$ cat src/spms_pkg.sv
// Purpose: shared constants and types of the power mode sequencer
// Assumes: 100 MHz system clock, AXI4-Lite register access with 32-bit data
// Notes:   power levels of requesters are two-bit codes, off is zero
package spms_pkg;
    localparam int CLK_PERIOD_NS = 10;
    localparam int SETTLE_NS     = 100;                 // least regulator settling time
    localparam int SETTLE_CYC    = (SETTLE_NS + CLK_PERIOD_NS - 1) / CLK_PERIOD_NS;
    localparam int NOMINAL_MHZ   = 96;                  // core clock, normal active
    localparam int BOOST_MHZ     = 192;                 // core clock, boosted mode
    localparam int TCM_BANK_KB   = 32;
    localparam int TCM_TOTAL_KB  = 384;
    localparam int TCM_BANKS     = TCM_TOTAL_KB / TCM_BANK_KB;
    // register byte offsets
    localparam logic [3:0] OFS_CTRL   = 4'h0;
    localparam logic [3:0] OFS_MEMRET = 4'h4;
    localparam logic [3:0] OFS_MAP    = 4'h8;
    localparam logic [3:0] OFS_STATUS = 4'hc;
    // control register fields
    localparam int CTRL_BOOST_BIT = 0;
    localparam int CTRL_FORCE_LSB = 8;
    // retention register fields
    localparam int MR_TCM_LSB     = 0;
    localparam int MR_SSRAM_ALL   = 3;
    localparam int MR_CACHE_PD    = 4;
    localparam int MR_NVM_PD      = 5;
    localparam int MR_SRAM_PD_LSB = 16;
    localparam logic [31:0] MEMRET_RESET = 32'h0000_0000;
    localparam logic [31:0] MAP_RESET    = 32'h0000_0000;
    // axi responses
    localparam logic [1:0] RESP_OKAY   = 2'h0;
    localparam logic [1:0] RESP_SLVERR = 2'h2;
    // requester power levels
    localparam logic [1:0] LVL_OFF    = 2'h0;
    localparam logic [1:0] LVL_SLEEP  = 2'h1;
    localparam logic [1:0] LVL_ACTIVE = 2'h2;
    localparam logic [1:0] LVL_BOOST  = 2'h3;
    // retained tcm in 32 kB banks per selection code: none,32,96,128,256,352,384 kB
    localparam logic [3:0] TCM_KEEP [8] = '{4'h0, 4'h1, 4'h3, 4'h4, 4'h8, 4'hb, 4'hc, 4'hc};

    typedef enum logic [3:0] {
        ST_ACTIVE, ST_SLEEP, ST_DS_SAVE, ST_DS_REQ, ST_DEEP,
        ST_WK_REQ, ST_WK_RESTORE, ST_BOOST_GATE, ST_BOOST_REQ
    } spms_state_t;

    // regulator interface levels, one map entry per power level
    typedef struct packed {
        logic [1:0] mem_ldo;
        logic [1:0] core_ldo;
        logic [1:0] buck;
    } spms_reg_t;
endpackage

$ cat src/spms_top.sv
// Purpose: core power unit and central power controller with power gate control
// Assumes: core sleep indications and wake sources are on the system clock; regulator ready is a pin
// Notes:   requester levels use the two-bit codes of the package
//
// Design decisions made here: register access over AXI4-Lite and the register offsets.
`timescale 1ns/1ps
// Operation
// - active to deep sleep: retain core state, then ask controller to adjust core rails
// - deep sleep waits for wake, restores regulators, restores state, then goes active
// - reset, enabled interrupt, event or debug request wakes the core
// - sleep keeps the core powered with core and bus clocks gated
// - deep sleep removes core supply, keeps flops, stops clocks, arms wake first
// - free clock gated in both sleeps, restarted by an external interrupt
// - attached debugger keeps the free clock running during sleep
// - boosted mode runs core and its memory at 192 instead of 96 MHz
// - software requests boost entry and exit, hardware does the whole switch
// - controller maps requested levels to regulator outputs via shadowed programmable map
// - controller drives buck converter, core regulator and memory regulator
// - power gate asserts on off request, software force off, or device disable
// - any other level without force off or device disable releases the power gate
// - nvm goes off only with core off and all dma off or sleep
// - sram off when excluded by product config, or idle with its enable set
// - io units support off, sleep and active levels, possibly a subset
// - shared sram retention keeps half or all of it in deep sleep
// - tcm retention keeps none, 32, 96, 128, 256, 352 or 384 kB
// - cache powerdown bit powers cache off in deep sleep
// - nvm powerdown bit powers nvm off in deep sleep
module spms_top #(
    parameter int N_IO   = 4,
    parameter int N_DMA  = 2,
    parameter int N_SRAM = 8
) (
    input  wire logic                     clk_sys_i,
    input  wire logic                     rstn_i,
    // axi4-lite slave
    input  wire logic [3:0]               s_awaddr_i,
    input  wire logic                     s_awvalid_i,
    output logic                          s_awready_o,
    input  wire logic [31:0]              s_wdata_i,
    input  wire logic [3:0]               s_wstrb_i,
    input  wire logic                     s_wvalid_i,
    output logic                          s_wready_o,
    output logic [1:0]                    s_bresp_o,
    output logic                          s_bvalid_o,
    input  wire logic                     s_bready_i,
    input  wire logic [3:0]               s_araddr_i,
    input  wire logic                     s_arvalid_i,
    output logic                          s_arready_o,
    output logic [31:0]                   s_rdata_o,
    output logic [1:0]                    s_rresp_o,
    output logic                          s_rvalid_o,
    input  wire logic                     s_rready_i,
    // core sleep handshake and wake sources
    input  wire logic                     core_sleep_i,
    input  wire logic                     core_deep_i,
    input  wire logic                     irq_i,
    input  wire logic                     event_i,
    input  wire logic                     dbg_req_i,
    input  wire logic                     dbg_attached_i,
    output logic                          core_clk_en_o,
    output logic                          free_clk_en_o,
    output logic                          clk_src_en_o,
    output logic                          core_pwr_en_o,
    output logic                          retain_o,
    output logic                          restore_o,
    output logic                          wake_arm_o,
    output logic                          boost_o,
    // regulators and shadowed map
    input  wire logic                     reg_ready_i,
    input  wire logic [31:0]              info_map_i,
    output spms_pkg::spms_reg_t           reg_o,
    // io and dma requesters, product config
    input  wire logic [2*N_IO-1:0]        io_lvl_i,
    input  wire logic [N_IO-1:0]          io_dev_en_i,
    input  wire logic [2*N_DMA-1:0]       dma_lvl_i,
    input  wire logic [N_SRAM-1:0]        sku_sram_en_i,
    output logic [N_IO-1:0]               io_pg_o,
    output logic [N_SRAM-1:0]             sram_pg_o,
    output logic [spms_pkg::TCM_BANKS-1:0] tcm_pg_o,
    output logic                          cache_pg_o,
    output logic                          nvm_pg_o
);
    import spms_pkg::*;
    localparam int TCM_BANKS_P = TCM_BANKS;

    spms_state_t state, next_state;
    logic [31:0] ctrl, memret, map_r;
    logic        shadow_done, boost_on, lvl_req, lvl_ack, ctl_busy;
    logic [1:0]  lvl_tgt;
    logic [7:0]  settle_cnt;
    logic        rdy_meta, rdy_sync;
    logic        aw_got, w_got;
    logic [3:0]  aw_addr;
    logic [31:0] w_data;
    logic [3:0]  w_strb;

    // wake decode and state classes
    wire wake_ev   = irq_i | event_i | dbg_req_i;
    wire in_deep   = (state == ST_DS_REQ) | (state == ST_DEEP);  // wake request already asks for active or boost
    wire boost_chg = ctrl[CTRL_BOOST_BIT] != boost_on;
    wire [1:0] core_lvl = in_deep ? LVL_OFF : (state == ST_SLEEP) ? LVL_SLEEP
                        : boost_on ? LVL_BOOST : LVL_ACTIVE;

    // core power unit sequencing
    always_comb begin
        next_state = state;
        unique case (state)
            ST_ACTIVE: begin
                if (core_sleep_i & core_deep_i) next_state = ST_DS_SAVE;
                else if (core_sleep_i) next_state = ST_SLEEP;
                else if (boost_chg) next_state = ST_BOOST_GATE;
            end
            ST_SLEEP:      if (wake_ev | ~core_sleep_i) next_state = ST_ACTIVE;
            ST_DS_SAVE:    next_state = ST_DS_REQ;
            ST_DS_REQ:     if (lvl_ack) next_state = ST_DEEP;
            ST_DEEP:       if (wake_ev) next_state = ST_WK_REQ;
            ST_WK_REQ:     if (lvl_ack) next_state = ST_WK_RESTORE;
            ST_WK_RESTORE: next_state = ST_ACTIVE;
            ST_BOOST_GATE: next_state = ST_BOOST_REQ;
            ST_BOOST_REQ:  if (lvl_ack) next_state = ST_ACTIVE;
        endcase
    end

    // level request held from entry of a requesting state until acknowledge
    wire req_state  = (next_state == ST_DS_REQ) | (next_state == ST_WK_REQ) | (next_state == ST_BOOST_REQ);
    wire [1:0] next_tgt = (next_state == ST_DS_REQ) ? LVL_OFF
                        : (next_state == ST_BOOST_REQ) ? (ctrl[CTRL_BOOST_BIT] ? LVL_BOOST : LVL_ACTIVE)
                        : (boost_on ? LVL_BOOST : LVL_ACTIVE);

    always_ff @(posedge clk_sys_i or negedge rstn_i) begin
        if (!rstn_i) begin
            state   <= ST_ACTIVE;
            lvl_req <= 1'b0;
            lvl_tgt <= LVL_ACTIVE;
        end else begin
            state   <= next_state;
            lvl_req <= req_state & ~lvl_ack;
            if (req_state & ~lvl_req) lvl_tgt <= next_tgt;
        end
    end

    // boost select flips only once the regulators acknowledged
    always_ff @(posedge clk_sys_i or negedge rstn_i) begin
        if (!rstn_i) boost_on <= 1'b0;
        else if ((state == ST_BOOST_REQ) & lvl_ack) boost_on <= ctrl[CTRL_BOOST_BIT];
    end

    // core side outputs, registered from the next state; boost from the acknowledged boost request
    wire n_active = next_state == ST_ACTIVE;
    wire n_deep   = (next_state == ST_DS_REQ) | (next_state == ST_DEEP) | (next_state == ST_WK_REQ);
    always_ff @(posedge clk_sys_i or negedge rstn_i) begin
        if (!rstn_i) begin
            core_clk_en_o <= 1'b1;
            free_clk_en_o <= 1'b1;
            clk_src_en_o  <= 1'b1;
            core_pwr_en_o <= 1'b1;
            retain_o      <= 1'b0;
            restore_o     <= 1'b0;
            wake_arm_o    <= 1'b0;
            boost_o       <= 1'b0;
        end else begin
            core_clk_en_o <= n_active;
            free_clk_en_o <= n_active | dbg_attached_i | irq_i;
            clk_src_en_o  <= ~n_deep;
            core_pwr_en_o <= ~((next_state == ST_DEEP) | (next_state == ST_WK_REQ));
            retain_o      <= (next_state == ST_DS_SAVE) | n_deep | (next_state == ST_WK_RESTORE);
            restore_o     <= next_state == ST_WK_RESTORE;
            wake_arm_o    <= (next_state == ST_SLEEP) | (next_state == ST_DS_SAVE) | n_deep;
            boost_o       <= ((state == ST_BOOST_REQ) & lvl_ack) ? ctrl[CTRL_BOOST_BIT] : boost_on;
        end
    end

    // regulator ready pin synchroniser
    always_ff @(posedge clk_sys_i or negedge rstn_i) begin
        if (!rstn_i) begin
            rdy_meta <= 1'b0;
            rdy_sync <= 1'b0;
        end else begin
            rdy_meta <= reg_ready_i;
            rdy_sync <= rdy_meta;
        end
    end

    // central controller: apply map entry, settle, then acknowledge once
    wire [7:0]  map_ent = map_r[8*lvl_tgt +: 8];
    wire        ctl_done = ctl_busy & (settle_cnt == 8'h00) & rdy_sync;
    always_ff @(posedge clk_sys_i or negedge rstn_i) begin
        if (!rstn_i) begin
            ctl_busy   <= 1'b0;
            lvl_ack    <= 1'b0;
            settle_cnt <= 8'h00;
            reg_o      <= '0;
        end else begin
            lvl_ack <= 1'b0;
            if (lvl_req & ~ctl_busy & ~lvl_ack) begin
                ctl_busy   <= 1'b1;
                settle_cnt <= 8'(SETTLE_CYC - 1);
                reg_o      <= spms_reg_t'(map_ent[5:0]);
            end else if (ctl_done) begin
                ctl_busy <= 1'b0;
                lvl_ack  <= 1'b1;
            end else if (settle_cnt != 8'h00) begin
                settle_cnt <= settle_cnt - 8'h01;
            end
        end
    end

    // idle qualifier: core off and every dma requester off or sleep
    logic [N_DMA-1:0] dma_low;
    logic [N_IO-1:0]  next_io_pg;
    logic [TCM_BANKS_P-1:0] next_tcm_pg;
    logic [N_SRAM-1:0] next_sram_pg;
    wire sys_idle = (core_lvl == LVL_OFF) & (&dma_low);
    wire [3:0] tcm_keep = TCM_KEEP[memret[MR_TCM_LSB +: 3]];
    genvar gi;
    generate
        for (gi = 0; gi < N_DMA; gi++) begin : g_dma
            assign dma_low[gi] = dma_lvl_i[2*gi +: 2] <= LVL_SLEEP;
        end
        for (gi = 0; gi < N_IO; gi++) begin : g_io
            assign next_io_pg[gi] = (io_lvl_i[2*gi +: 2] == LVL_OFF)
                                  | ctrl[CTRL_FORCE_LSB + gi] | ~io_dev_en_i[gi];
        end
        for (gi = 0; gi < TCM_BANKS_P; gi++) begin : g_tcm
            assign next_tcm_pg[gi] = sys_idle & (4'(gi) >= tcm_keep);
        end
        for (gi = 0; gi < N_SRAM; gi++) begin : g_sram
            assign next_sram_pg[gi] = ~sku_sram_en_i[gi]
                                    | (sys_idle & memret[MR_SRAM_PD_LSB + gi])
                                    | (sys_idle & ~memret[MR_SSRAM_ALL] & (gi >= N_SRAM / 2));
        end
    endgenerate

    // power gate outputs, registered; memory gates release as soon as the core leaves deep, except srams excluded by product config
    always_ff @(posedge clk_sys_i or negedge rstn_i) begin
        if (!rstn_i) begin
            io_pg_o    <= '1;
            sram_pg_o  <= '0;
            tcm_pg_o   <= '0;
            cache_pg_o <= 1'b0;
            nvm_pg_o   <= 1'b0;
        end else begin
            io_pg_o    <= next_io_pg;
            sram_pg_o  <= next_sram_pg;
            tcm_pg_o   <= next_tcm_pg;
            cache_pg_o <= sys_idle & memret[MR_CACHE_PD];
            nvm_pg_o   <= sys_idle & memret[MR_NVM_PD];
        end
    end

    // axi write path: address and data taken in either order
    wire aw_hs   = s_awvalid_i & s_awready_o;
    wire w_hs    = s_wvalid_i & s_wready_o;
    wire aw_n    = aw_got | aw_hs;
    wire w_n     = w_got | w_hs;
    wire [3:0]  wa = aw_got ? aw_addr : s_awaddr_i;
    wire [31:0] wd = w_got ? w_data : s_wdata_i;
    wire [3:0]  ws = w_got ? w_strb : s_wstrb_i;
    wire do_wr   = aw_n & w_n & ~s_bvalid_o;
    wire wr_ok   = (wa == OFS_CTRL) | (wa == OFS_MEMRET) | (wa == OFS_MAP) | (wa == OFS_STATUS);
    wire b_n     = do_wr | (s_bvalid_o & ~s_bready_i);
    wire [31:0] wmask = {{8{ws[3]}}, {8{ws[2]}}, {8{ws[1]}}, {8{ws[0]}}};

    always_ff @(posedge clk_sys_i or negedge rstn_i) begin
        if (!rstn_i) begin
            aw_got      <= 1'b0;
            w_got       <= 1'b0;
            aw_addr     <= 4'h0;
            w_data      <= 32'h0000_0000;
            w_strb      <= 4'h0;
            s_bvalid_o  <= 1'b0;
            s_bresp_o   <= RESP_OKAY;
            s_awready_o <= 1'b0;
            s_wready_o  <= 1'b0;
        end else begin
            aw_got      <= aw_n & ~do_wr;
            w_got       <= w_n & ~do_wr;
            if (aw_hs) aw_addr <= s_awaddr_i;
            if (w_hs) begin
                w_data <= s_wdata_i;
                w_strb <= s_wstrb_i;
            end
            s_bvalid_o  <= b_n;
            if (do_wr) s_bresp_o <= wr_ok ? RESP_OKAY : RESP_SLVERR;
            s_awready_o <= ~(aw_n & ~do_wr) & ~b_n;
            s_wready_o  <= ~(w_n & ~do_wr) & ~b_n;
        end
    end

    // software registers; map shadowed from the info area once after reset
    always_ff @(posedge clk_sys_i or negedge rstn_i) begin
        if (!rstn_i) begin
            ctrl        <= 32'h0000_0000;
            memret      <= MEMRET_RESET;
            map_r       <= MAP_RESET;
            shadow_done <= 1'b0;
        end else begin
            shadow_done <= 1'b1;
            if (!shadow_done) map_r <= info_map_i;
            else if (do_wr & (wa == OFS_MAP)) map_r <= (map_r & ~wmask) | (wd & wmask);
            if (do_wr & (wa == OFS_CTRL)) ctrl <= (ctrl & ~wmask) | (wd & wmask);
            if (do_wr & (wa == OFS_MEMRET)) memret <= (memret & ~wmask) | (wd & wmask);
        end
    end

    // axi read path: one cycle answer, unmapped reads zero with error
    wire ar_hs = s_arvalid_i & s_arready_o;
    wire [31:0] status = {22'h0, nvm_pg_o, cache_pg_o, in_deep, boost_on, 2'h0, state};
    wire [31:0] rd_mux = (s_araddr_i == OFS_CTRL)   ? ctrl
                       : (s_araddr_i == OFS_MEMRET) ? memret
                       : (s_araddr_i == OFS_MAP)    ? map_r
                       : (s_araddr_i == OFS_STATUS) ? status : 32'h0000_0000;
    wire rd_ok = (s_araddr_i == OFS_CTRL) | (s_araddr_i == OFS_MEMRET)
               | (s_araddr_i == OFS_MAP) | (s_araddr_i == OFS_STATUS);
    wire r_n   = ar_hs | (s_rvalid_o & ~s_rready_i);

    always_ff @(posedge clk_sys_i or negedge rstn_i) begin
        if (!rstn_i) begin
            s_rvalid_o  <= 1'b0;
            s_rdata_o   <= 32'h0000_0000;
            s_rresp_o   <= RESP_OKAY;
            s_arready_o <= 1'b0;
        end else begin
            s_rvalid_o  <= r_n;
            s_arready_o <= ~r_n;
            if (ar_hs) begin
                s_rdata_o <= rd_mux;
                s_rresp_o <= rd_ok ? RESP_OKAY : RESP_SLVERR;
            end
        end
    end
endmodule

$ cat config.mk
export PLATFORM = sky130hd
export DESIGN_NAME = spms_top
export DESIGN_NICKNAME = d
export VERILOG_FILES = /design/src/spms_pkg.sv /design/src/spms_top.sv
export SDC_FILE = /design/constraint.sdc
export NUM_CORES = 1
export LEC_CHECK = 0
export BUFFER_PORTS_ARGS = -buffer_cell sky130_fd_sc_hd__clkbuf_2
export CORE_ASPECT_RATIO = 0.9
export CORE_MARGIN = 5
export CORE_UTILIZATION = 56
export CTS_CLUSTER_DIAMETER = 50
export DETAILED_ROUTE_END_ITERATION = 16
export PLACE_DENSITY = 0.78
export SYNTH_ARGS = -nofsm -noshare
export SYNTH_HDL_FRONTEND = slang
export SYNTH_SLANG_ARGS = --single-unit
export TNS_END_PERCENT = 10
$ cat constraint.sdc
create_clock -name clk_sys_i -period 2.9 [get_ports clk_sys_i]
set_clock_uncertainty 0.15 [all_clocks]
set_input_delay 0.145 -clock clk_sys_i [delete_from_list [all_inputs] [get_ports clk_sys_i]]
set_output_delay 0.145 -clock clk_sys_i [all_outputs]
set_load 0.01 [all_outputs]
# [Word level (Yosys, flattened, before mapping)]
# Memory sizes are Yosys's and may differ from the RTL's.
# Index checks and enable logic that the tools add are counted.
[classes] add_sub_neg=1 magnitude_cmp=15 n_eq_ne=24 shift=1 mux=35 bitwise_logic=127 n_reduce_logical=15
[op_table] op="two-way mux 32 bit" count=6
[op_table] op="AND 32 bit" count=4
[op_table] op="bitwise OR 32 bit" count=3
[op_table] op="two-way mux 4 bit" count=12
[op_table] op="AND 1 bit" count=46
[op_table] op="bitwise OR 1 bit" count=45
[op_table] op="== test 4 x 3 -> 1 bit (second input constant)" count=9
[op_table] op="one-hot mux 4 bit (9 select lines)" count=1
[op_table] op="inverter 32 bit" count=1
[op_table] op="variable part select 32 x 6 -> 6 bit" count=1
[op_table] op="inverter 1 bit" count=27
[op_table] op="== test 4 bit (second input constant)" count=6
[op_table] op="two-way mux 8 bit" count=3
[op_table] op="== test 4 x 2 -> 1 bit (second input constant)" count=4
[op_table] op=">= comparator 3 x 4 -> 1 bit (first input constant)" count=4
[op_table] op=">= comparator 4 bit (first input constant)" count=4
[op_table] op="logical NOT 4 bit" count=4
[op_table] op="logical NOT 2 bit" count=5
[op_table] op="two-way mux 10 bit" count=1
[op_table] op="two-way mux 2 bit" count=5
[op_table] op="== test 4 x 1 -> 1 bit (second input constant)" count=2
[op_table] op=">= comparator 1 x 4 -> 1 bit (first input constant)" count=2
[op_table] op=">= comparator 2 x 4 -> 1 bit (first input constant)" count=2
[op_table] op="logical NOT 8 bit" count=1
[op_table] op="other kinds (10)" count=20
[word_totals] regBits=239 rom_bits=32 inputBits=114 output_inout_bits=81 elab_cells=260 memories=1
[mem_list] memory="(name not given)" words=8 width=4 read_ports=1 rd_clocked_by_memory_dff=0 write_ports=0 line_no="spms_top.sv:214" source="wire [3:0] tcm_keep = TCM_KEEP[memret[MR_TCM_LSB +: 3]];"

# [Depth between registers and ports, before layout]
# Gate-level depths: netlist (run 1).
[depth] word_depth=10 mapped_depth=9 ltp_nobuf=7

# [Worst setup path before layout (run 1)]
# Ideal clock, no wire load.
[synth_timing] path_kind="reg-to-reg" start="register aw_got" end="register (tool-made name)" setup_ps=125 arrival_ps=1924 t_required_ps=2625 path_slack_ps=701 stages_incl_launch_ff=8 path_buffers=1 period_less_slack_ps=2199 path_cell_list="dfrtp_1 -> buf_4 -> nor3_1 -> a21oi_1 -> nand3b_1 -> nor2_2 -> mux2_2 -> mux2_2"
[synth_lines] element="start, declared" line_no="spms_top.sv:92" source="logic aw_got, w_got;"
[synth_lines] element="start signal, assigned" line_no="spms_top.sv:276" source="aw_got <= aw_n & ~do_wr;"

# [Worst setup path after layout (run 1)]
[layout_timing] start="register state[1]" end="register free_clk_en_o"
[layout_via] word_cells_on_any_way=21 cone_classes="eq/ne: 8; mux: 9; bitwise: 2; reduce/logical: 2"
[layout_lines] element="start, declared" line_no="spms_top.sv:86" source="spms_state_t state, next_state;"
[layout_lines] element="start signal, assigned" line_no="spms_top.sv:136" source="state <= next_state;"
[layout_lines] element="== test 4 bit (tied with other cells)" line_no="spms_top.sv:107" source="unique case (state)"
[layout_lines] element="one-hot mux 4 bit (9 select lines) *" line_no="spms_top.sv:107"
[layout_lines] element="named net next_state[3]" line_no="spms_top.sv:86"
[layout_lines] element="logical NOT 4 bit *" line_no="spms_top.sv:149" source="wire n_active = next_state == ST_ACTIVE;"
[layout_lines] element="named net n_active" line_no="spms_top.sv:149"
[layout_lines] element="bitwise OR 1 bit * (2 in series)" line_no="spms_top.sv:163" source="free_clk_en_o <= n_active | dbg_attached_i | irq_i;"
[layout_lines] element="end signal, assigned" line_no="spms_top.sv:163"
[layout_lines] element="end, declared" line_no="spms_top.sv:61" source="output logic free_clk_en_o,"
# The timed path passes the listed nets; every way through them passes the cells marked *.
# A chain may end at the register's enable or synchronous reset.

==> results of run 1 <==
==> cell families after synthesis <==
group           count (synthesis)
xor+xnor                        6
mux                           212
flops                         236
buf+inv                        69
compound gates                170
fa+ha+maj                       4
other cells                     2
simple gates                  183
==> cell usage in the layout, fill, tap and decap left out, types with 5 or more instances in the layout <==
| cell type | instances |
|---|---|
| dfrtp_1 | 225 |
| clkbuf_2 | 189 |
| mux2_2 | 176 |
| dlygate4sd3_1 | 109 |
| nand2_1 | 60 |
| nor2_1 | 54 |
| o21ai_0 | 43 |
| a22oi_1 | 31 |
| clkbuf_16 | 29 |
| a31oi_1 | 26 |
| mux2_1 | 24 |
| a21oi_1 | 20 |
| inv_1 | 17 |
| buf_4 | 16 |
| nor3_1 | 10 |
| a21o_1 | 10 |
| nor2b_1 | 9 |
| a211oi_1 | 9 |
| dfstp_2 | 9 |
| a221oi_1 | 7 |
| clkbuf_1 | 7 |
| nand2b_1 | 6 |
| mux2i_1 | 6 |
| mux4_2 | 6 |
| inv_6 | 5 |
| bufinv_16 | 5 |
==> layer usage <==
| metal | global-route usage (%) | up-vias | wire length, µm |
|---|---|---|---|
| met2 | 46.5 | 329 | 15000 |
| met4 | 9.13 | 0 | 726 |
| met3 | 5.06 | 55 | 2370 |
| met5 | 0 | - | 0 |
| li1 | - | 3785 | - |
| met1 | 35.4 | 4211 | 12000 |
==> area by class of cell <==
| class | count | area share, % |
|---|---|---|
| clock buffer | 38 | 5.51 |
| sequential | 236 | 41.8 |
| clock inverter | 14 | 1.51 |
| antenna | 2 | 0.0354 |
| timing repair buffer | 318 | 15.8 |
| tap | 250 | 2.21 |
| inverter | 17 | 0.451 |
| multi-input combinational | 578 | 32.7 |
==> path summary, 6_finish.rpt <==
kind | to | slack [ps] | cells after the start
min in group asynchronous | tcm_pg_o[7] | 50 | 2
setup reg to reg | free_clk_en_o | 200 | 6
setup / recovery | free_clk_en_o | 200 | 6
max in group asynchronous | w_data[22] | 1690 | 3
hold / removal | state[3] | 40 | 3
hold reg to reg | rdy_sync | 230 | 0
==> critical path: cells and delay by family (launching register included) <==
| family | cells | cell delay [ps] |
|---|---|---|
| simple gates | 3 | 920 |
| flops | 1 | 540 |
| buf+inv | 1 | 560 |
| compound gates | 2 | 450 |
==> power groups by stage <==
| stage | sequential (mW) | clock (mW) | combinational (mW) |
|---|---|---|---|
| after global placement | 4.92 | 0 | 2.96 |
| final | 4.97 | 3.76 | 3.27 |
| after global routing | 5.07 | 3.95 | 3.57 |
| after CTS | 4.94 | 3.80 | 3.26 |
| after floorplan | 4.82 | 0 | 2.16 |
| after detailed placement | 4.98 | 0 | 3.06 |
==> repair_timing <==
item                                    4_1_cts  5_1_grt
resized for setup                             0        2
endpoints found under the setup margin        0        1
hold buffers                                109        0
hold endpoints to repair                    246        0
==> metrics by stage <==
| stage | worst slack [ps] | util [%] | cells |
|---|---|---|---|
| after floorplan | 701 | - | 883 |
| after global placement | 451 | 63.1 | 1290 |
| after detailed placement | 394 | 63.1 | 1290 |
| after CTS | 106 | 74.0 | 1451 |
| after global routing | 70.0 | 74.1 | 1452 |
| final | 197 | 74.1 | 1453 |
==> metrics.md, run 1 <==
| Metric | Value |
|---|---|
| Status | `finished clean` |
| Share of total power in sequential cells | `41.4%` |
| WL final | `30.1 mm` |
| Critical path, cell by cell | `or3b_2, o22ai_1, a21o_1, nor4_2, or3_1, dlygate4sd3_1` |
| Post-Syn Instances | `882` |
| # H-tree levels | `1` |
| Mux cell area share after synthesis | `22.6%` |
| Slew at the pin closest to its max-slew limit | `1050 ps` |
| Core Region | `0.0191 mm²` |
| Synth async-reset ratio | `100%` |
| Slew Viols, Final | `0` |
| Largest net degree at the start of global routing | `88` |
| Max Freq | `0.370 GHz` |
| Worst-path maximum fanout | `13` |
| Share of cells above drive strength 1 | `39.3%` |
| Vias | `8380` |
| Net load switching power | `3.73 mW` |
| Post-synthesis sequential area ratio | `54.8%` |
| Layout Nets | `1297` |
| RSZ-0062 raised after global routing | `false` |
| Top post-synthesis cells by area | `dfrtp_1, mux2_2, mux2_1` |
| Cell taking the most area after synthesis | `dfrtp_1` |
| Slew margin rel. | `29.5%` |
| DP HPWL | `18.8 mm` |
| Gr usage total | `27.3%` |
| Endpoints failing hold | `0` |
| Drt via density | `5.77` |
| Cell Rows | `48` |
| First-pass GRT wire length | `47.7 mm` |
| Storage cell area | `0.00592 mm²` |
| TNS Setup | `0 ps` |
| Synthesized area per cell | `12.3 µm²` |
| Worst Path Required | `3210 ps` |
| Overall Power | `12.0 mW` |
| Worst VDD drop | `520 µV` |
| FILL cells | `1233` |
| Clock buffer depth | `3` |
| Final min period | `2700 ps` |
| Synth Cell Area | `0.0108 mm²` |
| Top-area cell type share of the netlist area | `52.6%` |
| Cell variety after synth | `63` |
| Clk slew on worst S/H paths | `60 ps` |
| Io pins | `195` |
| CTS Sinks | `236` |
| Most common cell in the netlist | `dfrtp_1` |
| Slowest stage cell, crit path | `dlygate4sd3_1` |
| CTS Buf Count | `28` |
| PD cells | `848 mW/mm²` |
| Commonest cells post-synth | `dfrtp_1, mux2_2, nand2_1` |
| Placed cell areas | `0.0121 mm²` |
| Area grow syn2layout | `30.9%` |
| Post-synthesis simple-gate area fraction | `8.61%` |
| Final period util | `93.2%` |
| Initial antenna violation count | `1` |
| Initial Utilization | `56.6%` |
| WS Path Type | `reg -> reg` |
| Antenna-violating nets left | `0` |
| Adder-Cell Fraction of Synth Area | `0.463%` |
| Post-synthesis xor/xnor area fraction | `0.486%` |
| Sw Ratio | `31.1%` |
| Internal Power | `8.27 mW` |
| Post-route cell area | `0.0141 mm²` |
| Vias in the first global route | `8903` |
| Worst Hold Class | `in -> reg` |
| CTS root buf | `clkbuf_16` |
| GP Congestion | `0.843` |
| CTS tree | `done` |
| Max stage delay on crit path | `560 ps` |
| Initial DRC count | `578` |
| RR Startpoint | `state[1]` |
| Yosys reg bits | `236` |
| Finish-stage setup viols | `0` |
| Ys Warns | `0` |
| Startpoint types | `flop` |
| Most used DFF post-synth | `dfrtp_1` |
| CP arrival | `3010 ps` |
| IO Port Bufs | `190` |
| WL per Instance | `20.7 µm` |
| Die span in x | `156 µm` |
| CP startpoint | `state[1]` |
| Latest clock arrival within the worst-skew pair | `530 ps` |
| Die Y | `142 µm` |
| Crit path capture type | `flop` |
| Number of synthesized flops with an enable pin | `0` |
| Leakage | `6.57 nW` |
| Final Hold Slack | `35.7 ps` |
| GRT overflow | `0` |
| Largest family of logic cells by synthesized area | `multiplexers` |
| Combinational fraction of design power | `27.3%` |
| Clk network pwr share | `31.3%` |
| DRC errors left | `0` |
| Drt pass-1 iters | `5` |
| Die area | `0.0222 mm²` |
| Hold Path Origin | `core_sleep_i` |
| Max cap viols | `0` |
| # Post-CTS Setup Buffers | `0` |
| Multi-input logic area | `0.00462 mm²` |
| Synth Area in Compound Gates | `10.3%` |
(Power assumes the default switching activity.)
==> inputs of run 2 (changes only) <==
--- a/config.mk
+++ b/config.mk
@@ -5,13 +5,14 @@
 export SDC_FILE = /design/constraint.sdc
 export NUM_CORES = 1
 export LEC_CHECK = 0
+export ABC_AREA = 1
 export BUFFER_PORTS_ARGS = -buffer_cell sky130_fd_sc_hd__clkbuf_2
 export CORE_ASPECT_RATIO = 0.9
 export CORE_MARGIN = 5
-export CORE_UTILIZATION = 56
+export CORE_UTILIZATION = 40
 export CTS_CLUSTER_DIAMETER = 50
 export DETAILED_ROUTE_END_ITERATION = 16
-export PLACE_DENSITY = 0.78
+export PLACE_DENSITY = 0.58
 export SYNTH_ARGS = -nofsm -noshare
 export SYNTH_HDL_FRONTEND = slang
 export SYNTH_SLANG_ARGS = --single-unit
==> run 2 against run 1 <==
  * Die area up 41%
  * Area after synthesis is 3.0% higher
  * Critical path depth rose by 6
  * Critical endpoint is now s_rdata_o[10]
  * Largest power group unchanged
==> metrics.md, run 2 <==
| Metric | Value |
|---|---|
| Status | `finished clean` |
| WL final | `33.7 mm (+12%)` |
| Gr usage total | `21.4% (-5.9 points)` |
| CTS root buf | `clkbuf_16` |
| Synthesized area per cell | `8.15 µm² (-33%)` |
| Initial Utilization | `40.2% (-16 points)` |
| Max Freq | `0.371 GHz (+0.30%)` |
| Placed cell areas | `0.0125 mm² (+3.6%)` |
| TNS Setup | `0 ps (unchanged)` |
| PD cells | `924 mW/mm² (+8.9%)` |
| Max cap viols | `0 (unchanged)` |
| Post-synthesis sequential area ratio | `53.2% (-1.6 points)` |
| GP Congestion | `0.886 (+5.1%)` |
| Top post-synthesis cells by area | `dfrtp_1, nand2_1, o21ai_0` |
| Non-filler cells, final | `2044 (+41%)` |
| WS Path Type | `in -> reg` |
| Ys Warns | `0 (unchanged)` |
| Die span in x | `186 µm (+19%)` |
| Initial antenna violation count | `0 (-1)` |
| First-pass GRT wire length | `53.4 mm (+12%)` |
| Slew margin rel. | `40.4% (+11 points)` |
| Most frequent cells in the layout | `nand2_1, dfrtp_1, clkbuf_2` |
| Share of cells above drive strength 1 | `18.0% (-21 points)` |
| Slew Viols, Final | `0 (unchanged)` |
| Crit path capture type | `flop` |
| Commonest non-fill, non-tap cell in the layout | `nand2_1` |
| Core Region | `0.0277 mm² (+45%)` |
| GRT overflow | `0 (unchanged)` |
| Vias in the first global route | `9729 (+9.3%)` |
| Initial DRC count | `803 (+39%)` |
| Cell Rows | `58 (+21%)` |
| Worst Hold Class | `in -> reg` |
| CTS Buf Count | `34 (+21%)` |
| Worst Path Required | `3120 ps (-90 ps)` |
| Cell variety after synth | `32 (-49%)` |
| Setup ws final | `205 ps (+7.99 ps)` |
| DP HPWL | `24.1 mm (+28%)` |
| Latest clock arrival within the worst-skew pair | `510 ps (-20 ps)` |
| Drt pass-1 iters | `5 (unchanged)` |
| Slew at the pin closest to its max-slew limit | `885 ps (-169 ps)` |
| # H-tree levels | `2 (+1)` |
| CP arrival | `2920 ps (-90 ps)` |
| Antenna-violating nets left | `0 (unchanged)` |
| Vias | `10.2k (+22%)` |
| Drt via density | `5.00 (-13%)` |
| Endpoints failing hold | `0 (unchanged)` |
| CTS Sinks | `236 (unchanged)` |
| Most common cell in the netlist | `nand2_1` |
| Post-route cell area | `0.0148 mm² (+4.4%)` |
| Overall Power | `13.7 mW (+14%)` |
| DRC errors left | `0 (unchanged)` |
| Area grow syn2layout | `32.7%` |
| Finished Core Util | `53.3% (-21 points)` |
| CTS tree | `done` |
| FILL cells | `2613 (+110%)` |
| Leakage | `7.61 nW (+16%)` |
| Commonest cells post-synth | `nand2_1, dfrtp_1, inv_1` |
| Antenna cells | `0 (-2)` |
| Clk slew on worst S/H paths | `60 ps (about the same)` |
| Most used DFF post-synth | `dfrtp_1` |
| Worst-path maximum fanout | `13 (unchanged)` |
| CTS resizes | `0 (unchanged)` |
| Die Y | `168 µm (+19%)` |
| Number of synthesized flops with an enable pin | `0 (unchanged)` |
| Startpoint types | `primary input` |
| WL per Instance | `16.5 µm (-20%)` |
| Io pins | `195 (unchanged)` |
| Post-Syn Instances | `1365 (+55%)` |
| Layout Nets | `1778 (+37%)` |
| Top-area cell type share of the netlist area | `51.0% (-1.5 points)` |
| Final min period | `2700 ps (-7.99 ps)` |
| Synth Cell Area | `0.0111 mm² (+3.0%)` |
| Synth async-reset ratio | `100% (unchanged)` |
| Final Hold Slack | `6.13 ps (-29.5 ps)` |
| IO Port Bufs | `190 (unchanged)` |
| Final period util | `92.9% (-0.28 points)` |
| Clock buffer depth | `3 (unchanged)` |
| Largest net degree at the start of global routing | `76 (-14%)` |
| Die area | `0.0313 mm² (+41%)` |
| Yosys reg bits | `236 (unchanged)` |
| Cell taking the most area after synthesis | `dfrtp_1` |
| RSZ-0062 raised after global routing | `false` |
| Finish-stage setup viols | `0 (unchanged)` |
| Dpl cells | `1879 (+46%)` |
| Pre-CTS setup slack | `528 ps (+134 ps)` |
| Worst VDD drop | `403 µV (-22%)` |
-- run 2: cell types whose count changed after synthesis, sizes merged, moves of 22 or more --
cell / previous run / this run
mux2: 200 / 0
o21ai: 44 / 134
a22o: 0 / 32
nand4: 2 / 74
a22oi: 31 / 0
nand2: 65 / 482
nor2: 61 / 83
nand3: 2 / 36
inv: 17 / 135
-- run 2: final cells by class --
class                           instances  area, µm²  area share, %
Clock inverter                         14        218           1.47
Clock buffer                           46       1020           6.90
Inverter                              137        514           3.48
Multi-Input combinational cell        929       4400           29.8
Tap cell                              360        450           3.05
Timing Repair Buffer                  322       2250           15.2
Sequential cell                       236       5920           40.1
-- run 2: cell families after synthesis --
logic type / after synthesis / share of synthesized area [%]
xor gates and xnor gates: 2 / 0.157
buffers and inverters: 201 / 7.36
and+or+nand+nor: 686 / 25.9
AOI/OAI and AO/OA: 234 / 12.9
other: 2 / 0.0675
DFF: 236 / 53.2
adders and majority gates: 4 / 0.450
-- run 2: timing repair --
item | CTS | global route
setup buffers | 0 | 0
hold endpoints to repair | 280 | 0
endpoints found under the setup margin | 0 | 0
hold buffers | 105 | 0
-- run 2: final timing paths --
check / end / cells after the start / slack (ps) / start
max reg2reg: flop / 9 / 480 / w_got
min in group asynchronous: sram_pg_o[7] / 2 / 70 / rstn_i
max: s_rdata_o[10] / 12 / 200 / s_araddr_i[0]
min reg2reg: rdy_sync / 0 / 220 / rdy_meta
min: state[0] / 6 / 6 / dbg_req_i
max in group asynchronous: io_pg_o[1] / 3 / 1660 / rstn_i
-- run 2: worst max-delay path, stage by stage --
cell	delay, ps
dlygate4sd3_1	530
clkbuf_2	100
nor2_1	30
dlygate4sd3_1	540
buf_4	160
nand2_1	90
inv_1	190
nand2_1	280
buf_4	280
nor2_1	60
o21ai_0	410
nand2_1	100
-- run 2: power breakdown --
group | leakage [nW] | switching (mW) | internal (mW)
Combinational | 4.01 | 2.62 | 1.35
Sequential | 3.00 | 0.795 | 4.41
Clock | 0.599 | 1.55 | 2.92
-- run 2: per-layer routing --
metal  share of wire (%)  up-vias  global-route usage, %  routed length [µm]
met5                   0        -                      0                   0
met4                 2.1        0                   5.54                 697
met3                 7.2       50                   3.61                2440
met2                  41      383                   29.7               13900
met1                  49     4710                   34.3               16600
li1                    -     5067                      -                   -
